## src/anr_pkg.sv

```systemverilog
//==============================================================================
// Purpose: constants for the attitude and navigation data register bank
// Assumes: word indices as printed; byte address is four times the index
// Notes:   all data words are read-only; reset value of every word is zero
//==============================================================================
package anr_pkg;

   //===========================================================================
   // register word indices
   localparam logic [7:0] ANR_IDX_FIRST = 8'h70;
   localparam logic [7:0] ANR_IDX_ROLL_PITCH = 8'h70;
   localparam logic [7:0] ANR_IDX_YAW = 8'h71;
   localparam logic [7:0] ANR_IDX_ROLL_PITCH_RATE = 8'h72;
   localparam logic [7:0] ANR_IDX_YAW_RATE = 8'h73;
   localparam logic [7:0] ANR_IDX_EULER_TIME = 8'h74;
   localparam logic [7:0] ANR_IDX_POS_NORTH = 8'h75;
   localparam logic [7:0] ANR_IDX_POS_EAST = 8'h76;
   localparam logic [7:0] ANR_IDX_POS_ALT = 8'h77;
   localparam logic [7:0] ANR_IDX_POS_TIME = 8'h78;
   localparam logic [7:0] ANR_IDX_VEL_NORTH = 8'h79;
   localparam logic [7:0] ANR_IDX_VEL_EAST = 8'h7a;
   localparam logic [7:0] ANR_IDX_VEL_VERT = 8'h7b;
   localparam logic [7:0] ANR_IDX_VEL_TIME = 8'h7c;
   localparam logic [7:0] ANR_IDX_RX_LAT = 8'h7d;
   localparam logic [7:0] ANR_IDX_RX_LON = 8'h7e;
   localparam logic [7:0] ANR_IDX_RX_ALT = 8'h7f;
   localparam logic [7:0] ANR_IDX_RX_COURSE = 8'h80;
   localparam logic [7:0] ANR_IDX_RX_SPEED = 8'h81;
   localparam logic [7:0] ANR_IDX_RX_TIME = 8'h82;
   localparam logic [7:0] ANR_IDX_SATS_1_2 = 8'h83;
   localparam logic [7:0] ANR_IDX_LAST = 8'h83;

   //===========================================================================
   // field positions and reset values
   localparam int ANR_HI_MSB = 31;
   localparam int ANR_HI_LSB = 16;
   localparam int ANR_LO_MSB = 15;
   localparam int ANR_LO_LSB = 0;
   localparam logic [15:0] ANR_UNUSED_HALF = 16'h0000;
   localparam logic [31:0] ANR_WORD_RST = 32'h0000_0000;

   //===========================================================================
   // bus responses
   localparam logic [1:0] ANR_RESP_OKAY = 2'h0;
   localparam logic [1:0] ANR_RESP_SLVERR = 2'h2;

   typedef enum logic [1:0] {
      ANR_RD_IDLE = 2'b01,
      ANR_RD_RESP = 2'b10
   } anr_rd_state_e;

   typedef enum logic [1:0] {
      ANR_WR_IDLE = 2'b01,
      ANR_WR_RESP = 2'b10
   } anr_wr_state_e;

endpackage

```

## src/anr_data_regs.sv

```systemverilog
//==============================================================================
// Purpose: read-only attitude, position, velocity and receiver data bank
// Assumes: producers on mclk_i; AXI4-Lite slave, 32-bit data
// Notes:   each word is loaded whole from one update strobe
//==============================================================================
`timescale 1ns/1ps

module anr_data_regs #(
   parameter int ADDR_W = 12
) (
   // clock and reset
   input wire logic mclk_i,
   input wire logic sys_rst_i,
   // euler estimates from the filter
   input wire logic euler_upd_i,
   input wire logic [15:0] roll_i,
   input wire logic [15:0] pitch_i,
   input wire logic [15:0] yaw_i,
   input wire logic [15:0] roll_rate_i,
   input wire logic [15:0] pitch_rate_i,
   input wire logic [15:0] yaw_rate_i,
   input wire logic [31:0] euler_time_i,
   // position relative to home, from the filter
   input wire logic pos_upd_i,
   input wire logic [31:0] pos_north_i,
   input wire logic [31:0] pos_east_i,
   input wire logic [31:0] pos_alt_i,
   input wire logic [31:0] pos_time_i,
   // velocity from the filter
   input wire logic vel_upd_i,
   input wire logic [31:0] vel_north_i,
   input wire logic [31:0] vel_east_i,
   input wire logic [31:0] vel_vert_i,
   input wire logic [31:0] vel_time_i,
   // receiver report
   input wire logic rx_upd_i,
   input wire logic [31:0] rx_lat_i,
   input wire logic [31:0] rx_lon_i,
   input wire logic [31:0] rx_alt_i,
   input wire logic [31:0] rx_course_i,
   input wire logic [31:0] rx_speed_i,
   input wire logic [31:0] rx_time_i,
   input wire logic [7:0] sat1_id_i,
   input wire logic [7:0] sat1_snr_i,
   input wire logic [7:0] sat2_id_i,
   input wire logic [7:0] sat2_snr_i,
   // axi4-lite write address and data
   input wire logic [ADDR_W-1:0] s_axi_awaddr_i,
   input wire logic s_axi_awvalid_i,
   output logic s_axi_awready_o,
   input wire logic [31:0] s_axi_wdata_i,
   input wire logic [3:0] s_axi_wstrb_i,
   input wire logic s_axi_wvalid_i,
   output logic s_axi_wready_o,
   // axi4-lite write response
   output logic [1:0] s_axi_bresp_o,
   output logic s_axi_bvalid_o,
   input wire logic s_axi_bready_i,
   // axi4-lite read
   input wire logic [ADDR_W-1:0] s_axi_araddr_i,
   input wire logic s_axi_arvalid_i,
   output logic s_axi_arready_o,
   output logic [31:0] s_axi_rdata_o,
   output logic [1:0] s_axi_rresp_o,
   output logic s_axi_rvalid_o,
   input wire logic s_axi_rready_i
);
   import anr_pkg::*;

   //===========================================================================
   // address decode helpers
   function automatic logic [7:0] word_idx(input logic [ADDR_W-1:0] addr);
      word_idx = 8'(addr[ADDR_W-1:2]);
   endfunction

   function automatic logic word_mapped(input logic [ADDR_W-1:0] addr);
      logic [ADDR_W-3:0] w;
      w = addr[ADDR_W-1:2];
      word_mapped = (addr[1:0] == 2'h0) && (w >= (ADDR_W-2)'(ANR_IDX_FIRST))
                    && (w <= (ADDR_W-2)'(ANR_IDX_LAST));
   endfunction

   //===========================================================================
   // data store
   logic [31:0] store_r [ANR_IDX_FIRST:ANR_IDX_LAST];
   logic [31:0] store_nxt [ANR_IDX_FIRST:ANR_IDX_LAST];

   // load whole words from each producer strobe, never from the bus
   always_comb begin
      store_nxt = store_r;
      if (euler_upd_i) begin
         store_nxt[ANR_IDX_ROLL_PITCH] = {roll_i, pitch_i};
         store_nxt[ANR_IDX_YAW] = {yaw_i, ANR_UNUSED_HALF};
         store_nxt[ANR_IDX_ROLL_PITCH_RATE] = {roll_rate_i, pitch_rate_i};
         store_nxt[ANR_IDX_YAW_RATE] = {yaw_rate_i, ANR_UNUSED_HALF};
         store_nxt[ANR_IDX_EULER_TIME] = euler_time_i;
      end
      if (pos_upd_i) begin
         store_nxt[ANR_IDX_POS_NORTH] = pos_north_i;
         store_nxt[ANR_IDX_POS_EAST] = pos_east_i;
         store_nxt[ANR_IDX_POS_ALT] = pos_alt_i;
         store_nxt[ANR_IDX_POS_TIME] = pos_time_i;
      end
      if (vel_upd_i) begin
         store_nxt[ANR_IDX_VEL_NORTH] = vel_north_i;
         store_nxt[ANR_IDX_VEL_EAST] = vel_east_i;
         store_nxt[ANR_IDX_VEL_VERT] = vel_vert_i;
         store_nxt[ANR_IDX_VEL_TIME] = vel_time_i;
      end
      if (rx_upd_i) begin
         store_nxt[ANR_IDX_RX_LAT] = rx_lat_i;
         store_nxt[ANR_IDX_RX_LON] = rx_lon_i;
         store_nxt[ANR_IDX_RX_ALT] = rx_alt_i;
         store_nxt[ANR_IDX_RX_COURSE] = rx_course_i;
         store_nxt[ANR_IDX_RX_SPEED] = rx_speed_i;
         store_nxt[ANR_IDX_RX_TIME] = rx_time_i;
         store_nxt[ANR_IDX_SATS_1_2] = {sat1_id_i, sat1_snr_i, sat2_id_i, sat2_snr_i};
      end
   end

   // register the store
   always_ff @(posedge mclk_i or posedge sys_rst_i) begin
      if (sys_rst_i) begin
         for (int i = ANR_IDX_FIRST; i <= ANR_IDX_LAST; i++) begin
            store_r[i] <= ANR_WORD_RST;
         end
      end else begin
         store_r <= store_nxt;
      end
   end

   //===========================================================================
   // read channel
   anr_rd_state_e rd_state_r, rd_state_nxt;
   logic arready_r, arready_nxt;
   logic rvalid_r, rvalid_nxt;
   logic [31:0] rdata_r, rdata_nxt;
   logic [1:0] rresp_r, rresp_nxt;

   // whole word snapshot at address handshake
   always_comb begin
      rd_state_nxt = rd_state_r;
      arready_nxt = arready_r;
      rvalid_nxt = rvalid_r;
      rdata_nxt = rdata_r;
      rresp_nxt = rresp_r;
      case (rd_state_r)
         ANR_RD_IDLE: begin
            if (s_axi_arvalid_i && arready_r) begin
               rd_state_nxt = ANR_RD_RESP;
               arready_nxt = 1'b0;
               rvalid_nxt = 1'b1;
               if (word_mapped(s_axi_araddr_i)) begin
                  rdata_nxt = store_r[word_idx(s_axi_araddr_i)];
                  rresp_nxt = ANR_RESP_OKAY;
               end else begin
                  rdata_nxt = ANR_WORD_RST;
                  rresp_nxt = ANR_RESP_SLVERR;
               end
            end
         end
         ANR_RD_RESP: begin
            if (s_axi_rready_i) begin
               rd_state_nxt = ANR_RD_IDLE;
               arready_nxt = 1'b1;
               rvalid_nxt = 1'b0;
            end
         end
         default: begin
            rd_state_nxt = ANR_RD_IDLE;
            arready_nxt = 1'b1;
            rvalid_nxt = 1'b0;
         end
      endcase
   end

   // register read channel
   always_ff @(posedge mclk_i or posedge sys_rst_i) begin
      if (sys_rst_i) begin
         rd_state_r <= ANR_RD_IDLE;
         arready_r <= 1'b1;
         rvalid_r <= 1'b0;
         rdata_r <= ANR_WORD_RST;
         rresp_r <= ANR_RESP_OKAY;
      end else begin
         rd_state_r <= rd_state_nxt;
         arready_r <= arready_nxt;
         rvalid_r <= rvalid_nxt;
         rdata_r <= rdata_nxt;
         rresp_r <= rresp_nxt;
      end
   end

   //===========================================================================
   // write channel: accepted and answered, stores nothing
   anr_wr_state_e wr_state_r, wr_state_nxt;
   logic awready_r, awready_nxt;
   logic wready_r, wready_nxt;
   logic aw_got_r, aw_got_nxt;
   logic w_got_r, w_got_nxt;
   logic [ADDR_W-1:0] awaddr_r, awaddr_nxt;
   logic bvalid_r, bvalid_nxt;
   logic [1:0] bresp_r, bresp_nxt;
   logic aw_now, w_now;
   logic [ADDR_W-1:0] addr_now;

   // address and data taken in either order
   always_comb begin
      wr_state_nxt = wr_state_r;
      awready_nxt = awready_r;
      wready_nxt = wready_r;
      aw_got_nxt = aw_got_r;
      w_got_nxt = w_got_r;
      awaddr_nxt = awaddr_r;
      bvalid_nxt = bvalid_r;
      bresp_nxt = bresp_r;
      aw_now = aw_got_r || (s_axi_awvalid_i && awready_r);
      w_now = w_got_r || (s_axi_wvalid_i && wready_r);
      addr_now = aw_got_r ? awaddr_r : s_axi_awaddr_i;
      case (wr_state_r)
         ANR_WR_IDLE: begin
            if (aw_now && w_now) begin
               wr_state_nxt = ANR_WR_RESP;
               awready_nxt = 1'b0;
               wready_nxt = 1'b0;
               aw_got_nxt = 1'b0;
               w_got_nxt = 1'b0;
               bvalid_nxt = 1'b1;
               // mapped words are read-only: okay but no effect
               bresp_nxt = word_mapped(addr_now) ? ANR_RESP_OKAY : ANR_RESP_SLVERR;
            end else begin
               if (aw_now && !aw_got_r) begin
                  aw_got_nxt = 1'b1;
                  awaddr_nxt = s_axi_awaddr_i;
                  awready_nxt = 1'b0;
               end
               if (w_now && !w_got_r) begin
                  w_got_nxt = 1'b1;
                  wready_nxt = 1'b0;
               end
            end
         end
         ANR_WR_RESP: begin
            if (s_axi_bready_i) begin
               wr_state_nxt = ANR_WR_IDLE;
               bvalid_nxt = 1'b0;
               awready_nxt = 1'b1;
               wready_nxt = 1'b1;
            end
         end
         default: begin
            wr_state_nxt = ANR_WR_IDLE;
            bvalid_nxt = 1'b0;
            awready_nxt = 1'b1;
            wready_nxt = 1'b1;
            aw_got_nxt = 1'b0;
            w_got_nxt = 1'b0;
         end
      endcase
   end

   // register write channel
   always_ff @(posedge mclk_i or posedge sys_rst_i) begin
      if (sys_rst_i) begin
         wr_state_r <= ANR_WR_IDLE;
         awready_r <= 1'b1;
         wready_r <= 1'b1;
         aw_got_r <= 1'b0;
         w_got_r <= 1'b0;
         awaddr_r <= '0;
         bvalid_r <= 1'b0;
         bresp_r <= ANR_RESP_OKAY;
      end else begin
         wr_state_r <= wr_state_nxt;
         awready_r <= awready_nxt;
         wready_r <= wready_nxt;
         aw_got_r <= aw_got_nxt;
         w_got_r <= w_got_nxt;
         awaddr_r <= awaddr_nxt;
         bvalid_r <= bvalid_nxt;
         bresp_r <= bresp_nxt;
      end
   end

   //===========================================================================
   // outputs straight from flops
   assign s_axi_awready_o = awready_r;
   assign s_axi_wready_o = wready_r;
   assign s_axi_bvalid_o = bvalid_r;
   assign s_axi_bresp_o = bresp_r;
   assign s_axi_arready_o = arready_r;
   assign s_axi_rvalid_o = rvalid_r;
   assign s_axi_rdata_o = rdata_r;
   assign s_axi_rresp_o = rresp_r;

   //===========================================================================
   // checks
   property p_roll_pitch;
      @(posedge mclk_i) disable iff (sys_rst_i)
      euler_upd_i |=> store_r[ANR_IDX_ROLL_PITCH] == {$past(roll_i), $past(pitch_i)};
   endproperty
   a_roll_pitch: assert property (p_roll_pitch) else $error("roll/pitch word wrong");

   property p_yaw;
      @(posedge mclk_i) disable iff (sys_rst_i)
      euler_upd_i |=> store_r[ANR_IDX_YAW][ANR_HI_MSB:ANR_HI_LSB] == $past(yaw_i);
   endproperty
   a_yaw: assert property (p_yaw) else $error("yaw half wrong");

   property p_unused_low;
      @(posedge mclk_i) disable iff (sys_rst_i)
      store_r[ANR_IDX_YAW][ANR_LO_MSB:ANR_LO_LSB] == ANR_UNUSED_HALF
      && store_r[ANR_IDX_YAW_RATE][ANR_LO_MSB:ANR_LO_LSB] == ANR_UNUSED_HALF;
   endproperty
   a_unused_low: assert property (p_unused_low) else $error("unused half not zero");

   property p_rates;
      @(posedge mclk_i) disable iff (sys_rst_i)
      euler_upd_i |=> store_r[ANR_IDX_ROLL_PITCH_RATE] == {$past(roll_rate_i), $past(pitch_rate_i)}
      && store_r[ANR_IDX_YAW_RATE][ANR_HI_MSB:ANR_HI_LSB] == $past(yaw_rate_i);
   endproperty
   a_rates: assert property (p_rates) else $error("rate words wrong");

   property p_euler_time;
      @(posedge mclk_i) disable iff (sys_rst_i)
      euler_upd_i |=> store_r[ANR_IDX_EULER_TIME] == $past(euler_time_i);
   endproperty
   a_euler_time: assert property (p_euler_time) else $error("euler time wrong");

   property p_position;
      @(posedge mclk_i) disable iff (sys_rst_i)
      pos_upd_i |=> store_r[ANR_IDX_POS_NORTH] == $past(pos_north_i)
      && store_r[ANR_IDX_POS_EAST] == $past(pos_east_i)
      && store_r[ANR_IDX_POS_ALT] == $past(pos_alt_i)
      && store_r[ANR_IDX_POS_TIME] == $past(pos_time_i);
   endproperty
   a_position: assert property (p_position) else $error("position words wrong");

   property p_velocity;
      @(posedge mclk_i) disable iff (sys_rst_i)
      vel_upd_i |=> store_r[ANR_IDX_VEL_NORTH] == $past(vel_north_i)
      && store_r[ANR_IDX_VEL_EAST] == $past(vel_east_i)
      && store_r[ANR_IDX_VEL_VERT] == $past(vel_vert_i)
      && store_r[ANR_IDX_VEL_TIME] == $past(vel_time_i);
   endproperty
   a_velocity: assert property (p_velocity) else $error("velocity words wrong");

   property p_receiver;
      @(posedge mclk_i) disable iff (sys_rst_i)
      rx_upd_i |=> store_r[ANR_IDX_RX_LAT] == $past(rx_lat_i)
      && store_r[ANR_IDX_RX_LON] == $past(rx_lon_i)
      && store_r[ANR_IDX_RX_ALT] == $past(rx_alt_i)
      && store_r[ANR_IDX_RX_COURSE] == $past(rx_course_i)
      && store_r[ANR_IDX_RX_SPEED] == $past(rx_speed_i)
      && store_r[ANR_IDX_RX_TIME] == $past(rx_time_i);
   endproperty
   a_receiver: assert property (p_receiver) else $error("receiver words wrong");

   property p_sats;
      @(posedge mclk_i) disable iff (sys_rst_i)
      rx_upd_i |=> store_r[ANR_IDX_SATS_1_2][31:24] == $past(sat1_id_i)
      && store_r[ANR_IDX_SATS_1_2][23:16] == $past(sat1_snr_i)
      && store_r[ANR_IDX_SATS_1_2][15:8] == $past(sat2_id_i)
      && store_r[ANR_IDX_SATS_1_2][7:0] == $past(sat2_snr_i);
   endproperty
   a_sats: assert property (p_sats) else $error("satellite bytes wrong");

   property p_hold;
      @(posedge mclk_i) disable iff (sys_rst_i)
      !euler_upd_i |=> $stable(store_r[ANR_IDX_ROLL_PITCH]);
   endproperty
   a_hold: assert property (p_hold) else $error("word changed without update");

   property p_read_word;
      @(posedge mclk_i) disable iff (sys_rst_i)
      (s_axi_arvalid_i && arready_r && word_mapped(s_axi_araddr_i))
      |=> rvalid_r && rresp_r == ANR_RESP_OKAY
      && rdata_r == $past(store_r[word_idx(s_axi_araddr_i)]);
   endproperty
   a_read_word: assert property (p_read_word) else $error("read data not one snapshot");

   // write answered exactly one cycle after both halves are taken
   property p_write_answer;
      @(posedge mclk_i) disable iff (sys_rst_i)
      (wr_state_r == ANR_WR_IDLE && aw_now && w_now) |=> bvalid_r && !awready_r && !wready_r;
   endproperty
   a_write_answer: assert property (p_write_answer) else $error("write answer late");

endmodule

```

## config.mk

```make
export PLATFORM = sky130hd
export DESIGN_NAME = anr_data_regs
export DESIGN_NICKNAME = d
export VERILOG_FILES = /design/src/anr_pkg.sv /design/src/anr_data_regs.sv
export SDC_FILE = /design/constraint.sdc
export NUM_CORES = 1
export LEC_CHECK = 0
export BUFFER_PORTS_ARGS = -buffer_cell sky130_fd_sc_hd__buf_2
export CAP_MARGIN = 20
export CORE_ASPECT_RATIO = 0.5
export CORE_MARGIN = 5
export CORE_UTILIZATION = 35
export CTS_CLUSTER_SIZE = 40
export DETAILED_ROUTE_END_ITERATION = 16
export SYNTH_ARGS = -nofsm -noshare
export SYNTH_HDL_FRONTEND = slang
export SYNTH_SLANG_ARGS = --single-unit
```

## constraint.sdc

```tcl
create_clock -name mclk_i -period 31.9 [get_ports mclk_i]
set_input_delay 6.38 -clock mclk_i [delete_from_list [all_inputs] [get_ports mclk_i]]
set_output_delay 6.38 -clock mclk_i [all_outputs]
set_load 0.02 [all_outputs]
```

* After elaboration in Yosys (flattened, before gate mapping)
Cells that the tools add are included.
** Word-level totals
- Register bits :: 667
- Input bits :: 679
- Output and inout bits :: 41
- Logic and storage cells :: 111
** Operators by class
- Order comparisons :: 5
- Eq/ne operators :: 10
- Multiplexer cells :: 35
- Bitwise logic cells :: 3
- Reductions and logical operators :: 25
** Operator list (count)
- 32-bit binary-select mux with 8-bit select :: 1
- 32-bit two-way mux :: 3
- 10-bit by 7-bit greater-or-equal comparator with 1-bit output, second input constant :: 2
- 10-bit by 8-bit <= comparator with 1-bit output, second input constant :: 2
- 2-bit AND reduction :: 8
- 1-bit two-way mux :: 15
- 1-bit one-hot mux with 2 select lines :: 7
- 12-bit two-way mux :: 1
- 2-bit two-way mux :: 6
- 1-bit logical AND :: 10
- 9-bit greater-or-equal comparator, second input constant :: 1
- 8-bit NOT with 9-bit output :: 1
- 2-bit inequality test, second input constant :: 4
- 2-bit one-hot mux with 2 select lines :: 2
- 3-bit inequality test, second input constant :: 2
- 2-bit by 1-bit equality test with 1-bit output, second input constant :: 2
- 2-bit equality test, second input constant :: 2
- 2-bit logical NOT :: 2
- 3-bit AND reduction :: 1
- 1-bit logical NOT :: 2
- 1-bit logical OR :: 2
- 1-bit NOT :: 2

* Depth between registers and ports, before layout
Gate-level depths: netlist (run 1).
- Depth in word-level cells :: 6
- Mapped depth :: 8
- Depth with buffers taken out :: 4

* Worst setup path after synthesis (run 1)
No wires, ideal clock.
- Kind :: input port to flip-flop
- Start :: input s_axi_araddr_i[2]
- End :: register rdata_r[0] (netlist: s_axi_rdata_o[0])
- Data arrival time :: 7665 ps
- Slack :: 24110 ps
- Stages on the path :: 6
- Path buffers :: 3
- Path through :: buf_4 -> buf_6 -> buf_4 -> mux4_2 -> a31oi_1 -> o21ai_1
** Between the ends
- Word-level cells in the longest chain between the ends :: 5
- Elaborated cells between the ends (all ways) :: 9
** Ends and longest elaborated chain
- start: declaration :: RTL line anr_data_regs.sv:60 : input wire logic [ADDR_W-1:0] s_axi_araddr_i,
- 8-bit NOT with 9-bit output (implied by the code) :: RTL line anr_data_regs.sv:154 : rdata_nxt = store_r[word_idx(s_axi_araddr_i)];
- 32-bit binary-select mux with 8-bit select :: RTL line anr_data_regs.sv:154
- 32-bit two-way mux (implied by the code) (2 in series) :: RTL line anr_data_regs.sv:154
- 32-bit two-way mux (*) :: RTL line anr_data_regs.sv:153 : if (word_mapped(s_axi_araddr_i)) begin
- end signal: assignment :: RTL line anr_data_regs.sv:189 : rdata_r <= rdata_nxt;
- end: declaration :: RTL line anr_data_regs.sv:137 : logic [31:0] rdata_r, rdata_nxt;
Mark *: on every way between the ends. The rest lies on a longest branch, timed or not. The select of a mux whose other input is x is not followed.
A chain may end at the register's enable or synchronous reset.

* Worst setup path after layout (run 1)
- Start :: input s_axi_araddr_i[2]
- End :: register rdata_r[31] (netlist: s_axi_rdata_o[31])
Same word-level chain as after synthesis.

==> impl_metrics.ini, run 1 <==
[floorplanning]
die_h_um = 215
pin_count = 720
dieArea_um2 = 90400
initial_core_util_pct = 35.2
die_w_um = 420
core_area_um2 = 83600
rows = 75

[power]
p_seq_share_pct = 47.2
p_sw_uw = 541
irDropWorstVdd_mv = 0.0398
powerDensity_nw_per_um2 = 57.5
internal_power_uw = 1530
combPwrFrac_pct = 14.6
p_clk_share_pct = 38.2
switching_share_pct = 26.1
p_leak_uw = 0.0159

[sta]
setup_viol = 0
min_period_over_period_pct = 28.5
slew-limit-headroom_pct = 24.6
max_freq_ghz = 0.110
tns_ns = 0
rsz0062_at_grt = false
finClkSkew_ns = 0.0262
hold_violations = 0
fin_crit_ns = 9.09
hold_ws_ns = 0.489
tightest_slew_ns = 1.13
setup_slack_ns = 22.81
drv_slew = 0

[global_route]
grt_pass1_wl_um = 140000
overflow = 0
grt_pass1_vias = 20400
track_usage_pct = 21.2
antenna_found_initial = 51
grt_max_degree = 181

[clocking]
post_cts_buffers = 0
cts_htree_levels = 3
root_buffer = clkbuf_16
path_clk_slew_ns = 0.06
cts_tree = yes
worst_skew_pair.late_latency_ns = 0.65
cts_made_buffers = 66
clk_path_buf_depth = 3
cts_sinks = 660
cts.repair.resized = 0
cts_hold_buf = 0

[place]
port_buffers = 679
postPlaceCellArea_um2 = 33800
hpwl_um = 70400
place.gp.congestion = 0.815
dp_slack_ns = 22.01

[logic_synthesis]
ys_seq_elements = 660
synthCells = 1874
ys_types = 47
synth_commonest_cells = 656 x dfrtp_1, 624 x mux2_2, 132 x mux4_2, 69 x mux2i_1, 68 x clkbuf_1
synth_top_area_cell = dfrtp_1
synth-edff-count = 0
yosysSeqAreaShare_pct = 56.1
syn_area_um2 = 29500
syn_area_per_cell_um2 = 15.7
synth.area.top_cells = dfrtp_1 56%, mux2_2 24%, mux4_2 10%
synth_ff_type = dfrtp_1
synth_top_area_share_pct = 55.7
yosys_warnings = 0
async_reset_ff_share_pct = 100
synthMostInstantiatedCell = dfrtp_1

[finish]
fillCellCount = 7713
fin_area_um2 = 36000
fin_util_pct = 43.1
nets = 3189
area_delta_synth_final_pct = 22.3
layout-drive-gt1-share_pct = 61.8

[hold_path]
min_from = s_axi_bresp_o[1]
hp-class = reg2reg

[setup_path]
r2r-start = rd_state_r[0]
endpoint_kind = flip-flop
cp-startpoint = s_axi_araddr_i[2]
crit_path_frequent_cell = buf_4
worstSetupStartpointType = input port
critPathKind = in2reg
crit_chain = buf_8 > buf_4 > buf_4 > mux4_2 > o221ai_1 > o21ai_1
crit_required_ns = 32.42
cp_slowest_stage_delay_ns = 0.76
cpMaxStageDelayCell = buf_4
crit_family = buffers and inverters
path_buf_inv = 3
worst-path-max-fanout = 61
arrival_ns = 9.61

[route]
ant_nets = 0
routed_wl_um = 96800
wl_per_cell_um = 26.1
via_count = 19100
drtIter0Drc = 1043
drtPass1Iterations = 4
vias_per_cell = 5.15
drc = 0

[flow_run]
drv_cap = 0

[run_status]
outcome = finished, final reports clean
[power by group through the flow]
stage | registers, µW | clock network [µW] | logic (µW)
detailed placement | 992 | 0 | 307
floorplan | 980 | 0 | 201
global route | 988 | 848 | 330
finish | 977 | 791 | 303
global placement | 988 | 0 | 302
CTS | 977 | 811 | 308
[state kept, by name, summed over array words and instances, names as in the netlist]
name	count
wr_state_r	2
s_axi_rresp_o	1
s_axi_awready_o	1
awaddr_r	10
s_axi_wready_o	1
store_r	608
aw_got_r	1
s_axi_bresp_o	1
s_axi_rdata_o	32
rd_state_r	2
w_got_r	1
[area by class of cell]
class	instances	area, µm²	share of cell area, %
Sequential cell	660	16500	45.8
Multi-Input combinational cell	1074	12300	34.0
Timing Repair Buffer	703	3630	10.1
Clock buffer	87	1820	5.05
Tap cell	1116	1400	3.87
Clock inverter	28	295	0.819
Antenna cell	37	92.6	0.257
Inverter	5	26.3	0.0729
[cell families after synthesis]
| family | Yosys count | share of synthesized area (%) |
|---|---|---|
| multiplexers | 825 | 36.3 |
| other | 1 | 0.0127 |
| AND/OR/NAND/NOR | 109 | 2.30 |
| flip-flops | 660 | 56.1 |
| AO/OA/AOI/OAI | 138 | 2.98 |
| buffers and inverters | 141 | 2.35 |
[worst reg2reg max path: cells and delay by family, from the launching register on]
kind,cells,cell delay (ns)
buffers and inverters,2,0.74
AND/OR/NAND/NOR,2,0.32
flip-flops,1,0.54
AO/OA/AOI/OAI,2,0.71
[metrics by stage]
| step | total power [µW] | instances |
|---|---|---|
| 6_report | 2070 | 3710 |
| 5_1_grt | 2160 | 3706 |
| 4_1_cts | 2100 | 3672 |
| 3_5_place_dp | 1300 | 3557 |
| 3_3_place_gp | 1290 | 3557 |
| 2_1_floorplan | 1180 | 1875 |
[placed cells by master (no fill, tap or decap), types with 2 or more instances in the layout]
cell	count
nand4b_1	2
a31oi_1	32
o31ai_2	4
buf_6	2
inv_6	4
clkinv_4	2
dfstp_2	4
mux2_2	624
clkbuf_16	67
o211ai_1	22
nand2b_1	4
o21ai_1	19
diode_2	37
clkbuf_8	9
nor2_1	4
clkbuf_1	13
nand3_1	6
o21ai_0	32
o21a_1	2
mux4_2	132
nand2_1	12
clkinv_8	2
and2_1	62
a21oi_1	9
o221ai_1	9
a21o_1	2
conb_1	2
nor4b_1	2
buf_4	24
inv_1	4
nor4_1	2
clkinvlp_4	4
bufinv_16	4
buf_2	673
mux2i_1	69
o31ai_1	4
dfrtp_1	656
clkinv_2	12
[routing by layer]
| metal | track usage [%] | up-vias | part of all wire, % |
|---|---|---|---|
| met5 | 0 | - | 0 |
| met2 | 38.3 | 371 | 55 |
| li1 | - | 8298 | - |
| met3 | 3.26 | 148 | 3.1 |
| met4 | 7.77 | 0 | 2.9 |
| met1 | 25.5 | 10300 | 39 |
[path summary, 6_finish.rpt]
check	to	slack, ns	depth (start not counted)
worst max-delay path	s_axi_rdata_o[31]	22.81	6
worst min-delay path	s_axi_bresp_o[1]	0.49	2
worst max register to register	s_axi_rdata_o[7]	29.51	6
worst min register to register	s_axi_bresp_o[1]	0.49	2
max in group asynchronous	store_r[542]	23.06	5
min in group asynchronous	s_axi_bresp_o[1]	5.90	2
Power figures use the tool's default switching activity.
==> run 2, diff against run 1 <==
Clock period 31.9 ns to 8.65 ns, I/O delays scaled along.
==> impl_metrics.ini, run 2 (synthesized netlist as in run 1, its figures left out) <==
[place]
postPlaceCellArea_um2 = 33800
place.gp.congestion = 0.825
hpwl_um = 69900
port_buffers = 679

[finish]
area_delta_synth_final_pct = 23.3
layout_common_cells = 673 x buf_2, 656 x dfrtp_1, 624 x mux2_2, 132 x mux4_2
final_common_cell = buf_2
fillCellCount = 7741
largest_register_ffs = 608
nets = 3188
layout-drive-gt1-share_pct = 61.9
fin_area_um2 = 36300
largest-register = store_r

[setup_path]
worst-path-max-fanout = 66
crit_chain = buf_8 > buf_4 > mux4_2 > mux2i_1 > and2_1 > o21ai_1
cp_slowest_stage_delay_ns = 0.75
cpMaxStageDelayCell = buf_4
r2r-start = rd_state_r[0]
crit_required_ns = 9.15
critPathKind = in2reg
worstSetupStartpointType = input port
arrival_ns = 4.71
cp-startpoint = s_axi_araddr_i[2]
r2r_setup_slack_ns = 6.51
endpoint_kind = flip-flop

[floorplanning]
die_w_um = 420
initial_core_util_pct = 35.2
die_h_um = 215
core_area_um2 = 83600
rows = 75
dieArea_um2 = 90400
pin_count = 720

[clocking]
path_clk_slew_ns = 0.06
worst_skew_pair.late_latency_ns = 0.65
root_buffer = clkbuf_16
cts_sinks = 660
cts_tree = yes
clk_path_buf_depth = 3
cts_hold_buf = 0
cts_htree_levels = 3
cts.repair.resized = 0
post_cts_buffers = 0
cts_made_buffers = 66

[global_route]
track_usage_pct = 21.2
grt_max_degree = 178
grt_pass1_wl_um = 139000
antenna_found_initial = 77
overflow = 0
grt_pass1_vias = 20400

[hold_path]
min_from = s_axi_bresp_o[1]
hp-class = reg2reg

[sta]
rsz0062_at_grt = false
slew-limit-headroom_pct = 18.1
fin_crit_ns = 4.20
tns_ns = 0
max_freq_ghz = 0.238
hold_ws_ns = 0.489
hold_violations = 0
drv_slew = 0
min_period_over_period_pct = 48.6
finClkSkew_ns = 0.0285
setup_viol = 0
tightest_slew_ns = 1.23

[route]
wl_per_cell_um = 26.1
routed_wl_um = 97500
drtPass1Iterations = 5
ant_nets = 0
drtIter0Drc = 1208
via_count = 19200
vias_per_cell = 5.14
drc = 0

[power]
irDropWorstVdd_mv = 0.133
powerDensity_nw_per_um2 = 216
p_leak_uw = 0.0160

[run_status]
outcome = finished, final reports clean

[flow_run]
drv_cap = 0
-- run 2: critical path: cells and delay by family --
family / cells / cell delay, ns
compound gates: 1 / 0.07
simple gates: 1 / 0.22
buf+inv: 2 / 1.27
mux: 2 / 1.26
-- run 2: where the power goes --
part           switching (µW)  total, µW  internal, µW
registers                 186       3610          3420
logic                     512       1120           606
clock network            1290       3100          1810
-- run 2: cell type report --
class	count	area (µm²)	share of cell area [%]
Clock buffer	91	1950	5.37
Inverter	5	22.5	0.0620
Timing Repair Buffer	702	3690	10.2
Sequential cell	660	16500	45.5
Tap cell	1116	1400	3.84
Multi-Input combinational cell	1074	12300	33.7
Clock inverter	22	327	0.899
Antenna cell	63	158	0.434
-- run 2: path summary, 6_finish.rpt --
check                                    end  cells after the start
max                        s_axi_rdata_o[17]                      6
min reg2reg                 s_axi_bresp_o[1]                      2
min                         s_axi_bresp_o[1]                      2
min in group asynchronous        store_r[53]                      3
max in group asynchronous        awaddr_r[6]                      4
max reg2reg                s_axi_rdata_o[20]                      5
-- run 2: routing by layer --
metal  track usage, %  part of all wire, %  up-vias
li1                 -                    -     8344
met1             25.1                   38    10200
met2             36.7                   54      423
met3             3.84                  3.4      190
met4             11.7                  4.6        4
met5                0                0.021        -
-- run 2: through the flow --
step / util, % / instances / power, µW / setup slack, ns
after global routing: 43.4 / 3729 / 8170 / 4.33
after CTS: 43.2 / 3668 / 7920 / 4.55
after floorplan: - / 1875 / 4360 / -2.10
after detailed placement: 40.5 / 3555 / 4790 / 3.85
final: 43.4 / 3733 / 7830 / 4.45
after global placement: 40.5 / 3555 / 4760 / 3.84
==> run 3, diff against run 2 <==
Clock period 8.65 ns to 3.5 ns, I/O delays scaled along.
==> impl_metrics.ini, run 3 (synthesized netlist as in run 1, its figures left out) <==
[run_status]
outcome = finished, final reports clean

[place]
hpwl_um = 72800
dp_slack_ns = 0.645
place.gp.congestion = 0.844
port_buffers = 679

[hold_path]
hp-class = in2async

[route]
vias_per_cell = 5.13
ant_nets = 0
drtIter0Drc = 1082
via_count = 19300
drtPass1Iterations = 5
routed_wl_um = 97600
drc = 0
wl_per_cell_um = 25.9

[clocking]
cts_made_buffers = 61
post_cts_buffers = 0
worst_skew_pair.late_latency_ns = 0.64
root_buffer = clkbuf_16
path_clk_slew_ns = 0.07
cts_sinks = 660
cts_tree = yes
cts_hold_buf = 0
cts.repair.resized = 0
cts_htree_levels = 2
clk_path_buf_depth = 3

[setup_path]
critPathKind = in2reg
crit_required_ns = 4.02
arrival_ns = 2.69
worst-path-max-fanout = 44
endpoint_kind = flip-flop
worstSetupStartpointType = input port

[sta]
setup_viol = 0
rsz0062_at_grt = false
drv_slew = 0
max_freq_ghz = 0.460
hold_violations = 0
setup_slack_ns = 1.32
slew-limit-headroom_pct = 35.7
hold_ws_ns = 0.0987
tns_ns = 0
finClkSkew_ns = 0.0246
fin_crit_ns = 2.18
tightest_slew_ns = 0.963
min_period_over_period_pct = 62.2

[flow_run]
drv_cap = 0

[floorplanning]
initial_core_util_pct = 35.2
die_h_um = 215
die_w_um = 420
core_area_um2 = 83600
dieArea_um2 = 90400
rows = 75
pin_count = 720

[global_route]
grt_pass1_wl_um = 140000
track_usage_pct = 21.2
grt_max_degree = 113
grt_pass1_vias = 20700
overflow = 0
antenna_found_initial = 72

[finish]
multiInputGateArea_um2 = 12300
nets = 3219
largest_register_ffs = 608
final_common_cell = buf_2
layout-drive-gt1-share_pct = 62.1
area_delta_synth_final_pct = 23.9
seqCellArea_um2 = 16500
fillCellCount = 7695
layout_common_cells = 673 x buf_2, 656 x dfrtp_1, 624 x mux2_2, 132 x mux4_2, 69 x mux2i_1
largest-register = store_r
fin_util_pct = 43.7

[power]
power_uw = 18600
p_leak_uw = 0.0161
powerDensity_nw_per_um2 = 510
irDropWorstVdd_mv = 0.381
-- run 3: changes by cell type in the layout (fill, tap and decap cells not counted) --
cell,delta
bufinv_16,-4
diode_2,-8
clkbuf_1,+7
clkinv_4,+2
buf_16,-2
clkbuf_8,-7
buf_4,+16
clkbuf_16,-6
buf_12,+22
clkinv_2,+8
clkinvlp_4,-1
-- run 3: power by group --
group	total, µW	switching [µW]	internal (µW)
Sequential	8910	453	8460
Clock	6830	3080	3750
Combinational	2870	1310	1560
-- run 3: final cells by class --
cell class / count / share of cell area (%)
sequential: 660 / 45.2
inverter: 5 / 0.0617
multi-input combinational: 1074 / 33.6
clock inverter: 27 / 0.702
timing repair buffer: 738 / 11.5
tap: 1116 / 3.82
antenna: 55 / 0.377
clock buffer: 85 / 4.74
-- run 3: stage by stage --
step	cells	cell area [µm²]
after floorplan	1875	29500
after global placement	3593	34400
after detailed placement	3593	34400
after CTS	3705	36400
after global routing	3758	36500
final	3760	36500
-- run 3: layer usage --
layer  track usage, %  up-vias  part of all wire, %
met2             37.7      418                   54
met3             2.48      191                  3.2
met1             25.2    10300                   38
met4             11.3        4                  4.5
met5                0        -                0.021
li1                 -     8407                    -
-- run 3: critical path, stage by stage --
cell and delay, ns:
buf_8 0.45, buf_12 0.33, mux4_2 0.53, mux2i_1 0.38
and2_1 0.19, o21ai_1 0.06
-- run 3: path summary, 6_finish.rpt --
kind | from | end | slack [ns] | depth (start not counted)
worst max-delay path | s_axi_araddr_i[2] | s_axi_rdata_o[9] | 1.32 | 6
worst max register to register | rd_state_r[0] | s_axi_rdata_o[31] | 1.39 | 5
worst min-delay path | sys_rst_i | store_r[114] | 0.1 | 2
worst min register to register | s_axi_bresp_o[1] | s_axi_bresp_o[1] | 0.49 | 2
min in group mclk_i | sat2_id_i[2] | store_r[10] | 0.28 | 2
max in group asynchronous | sys_rst_i | store_r[346] | 2.38 | 4
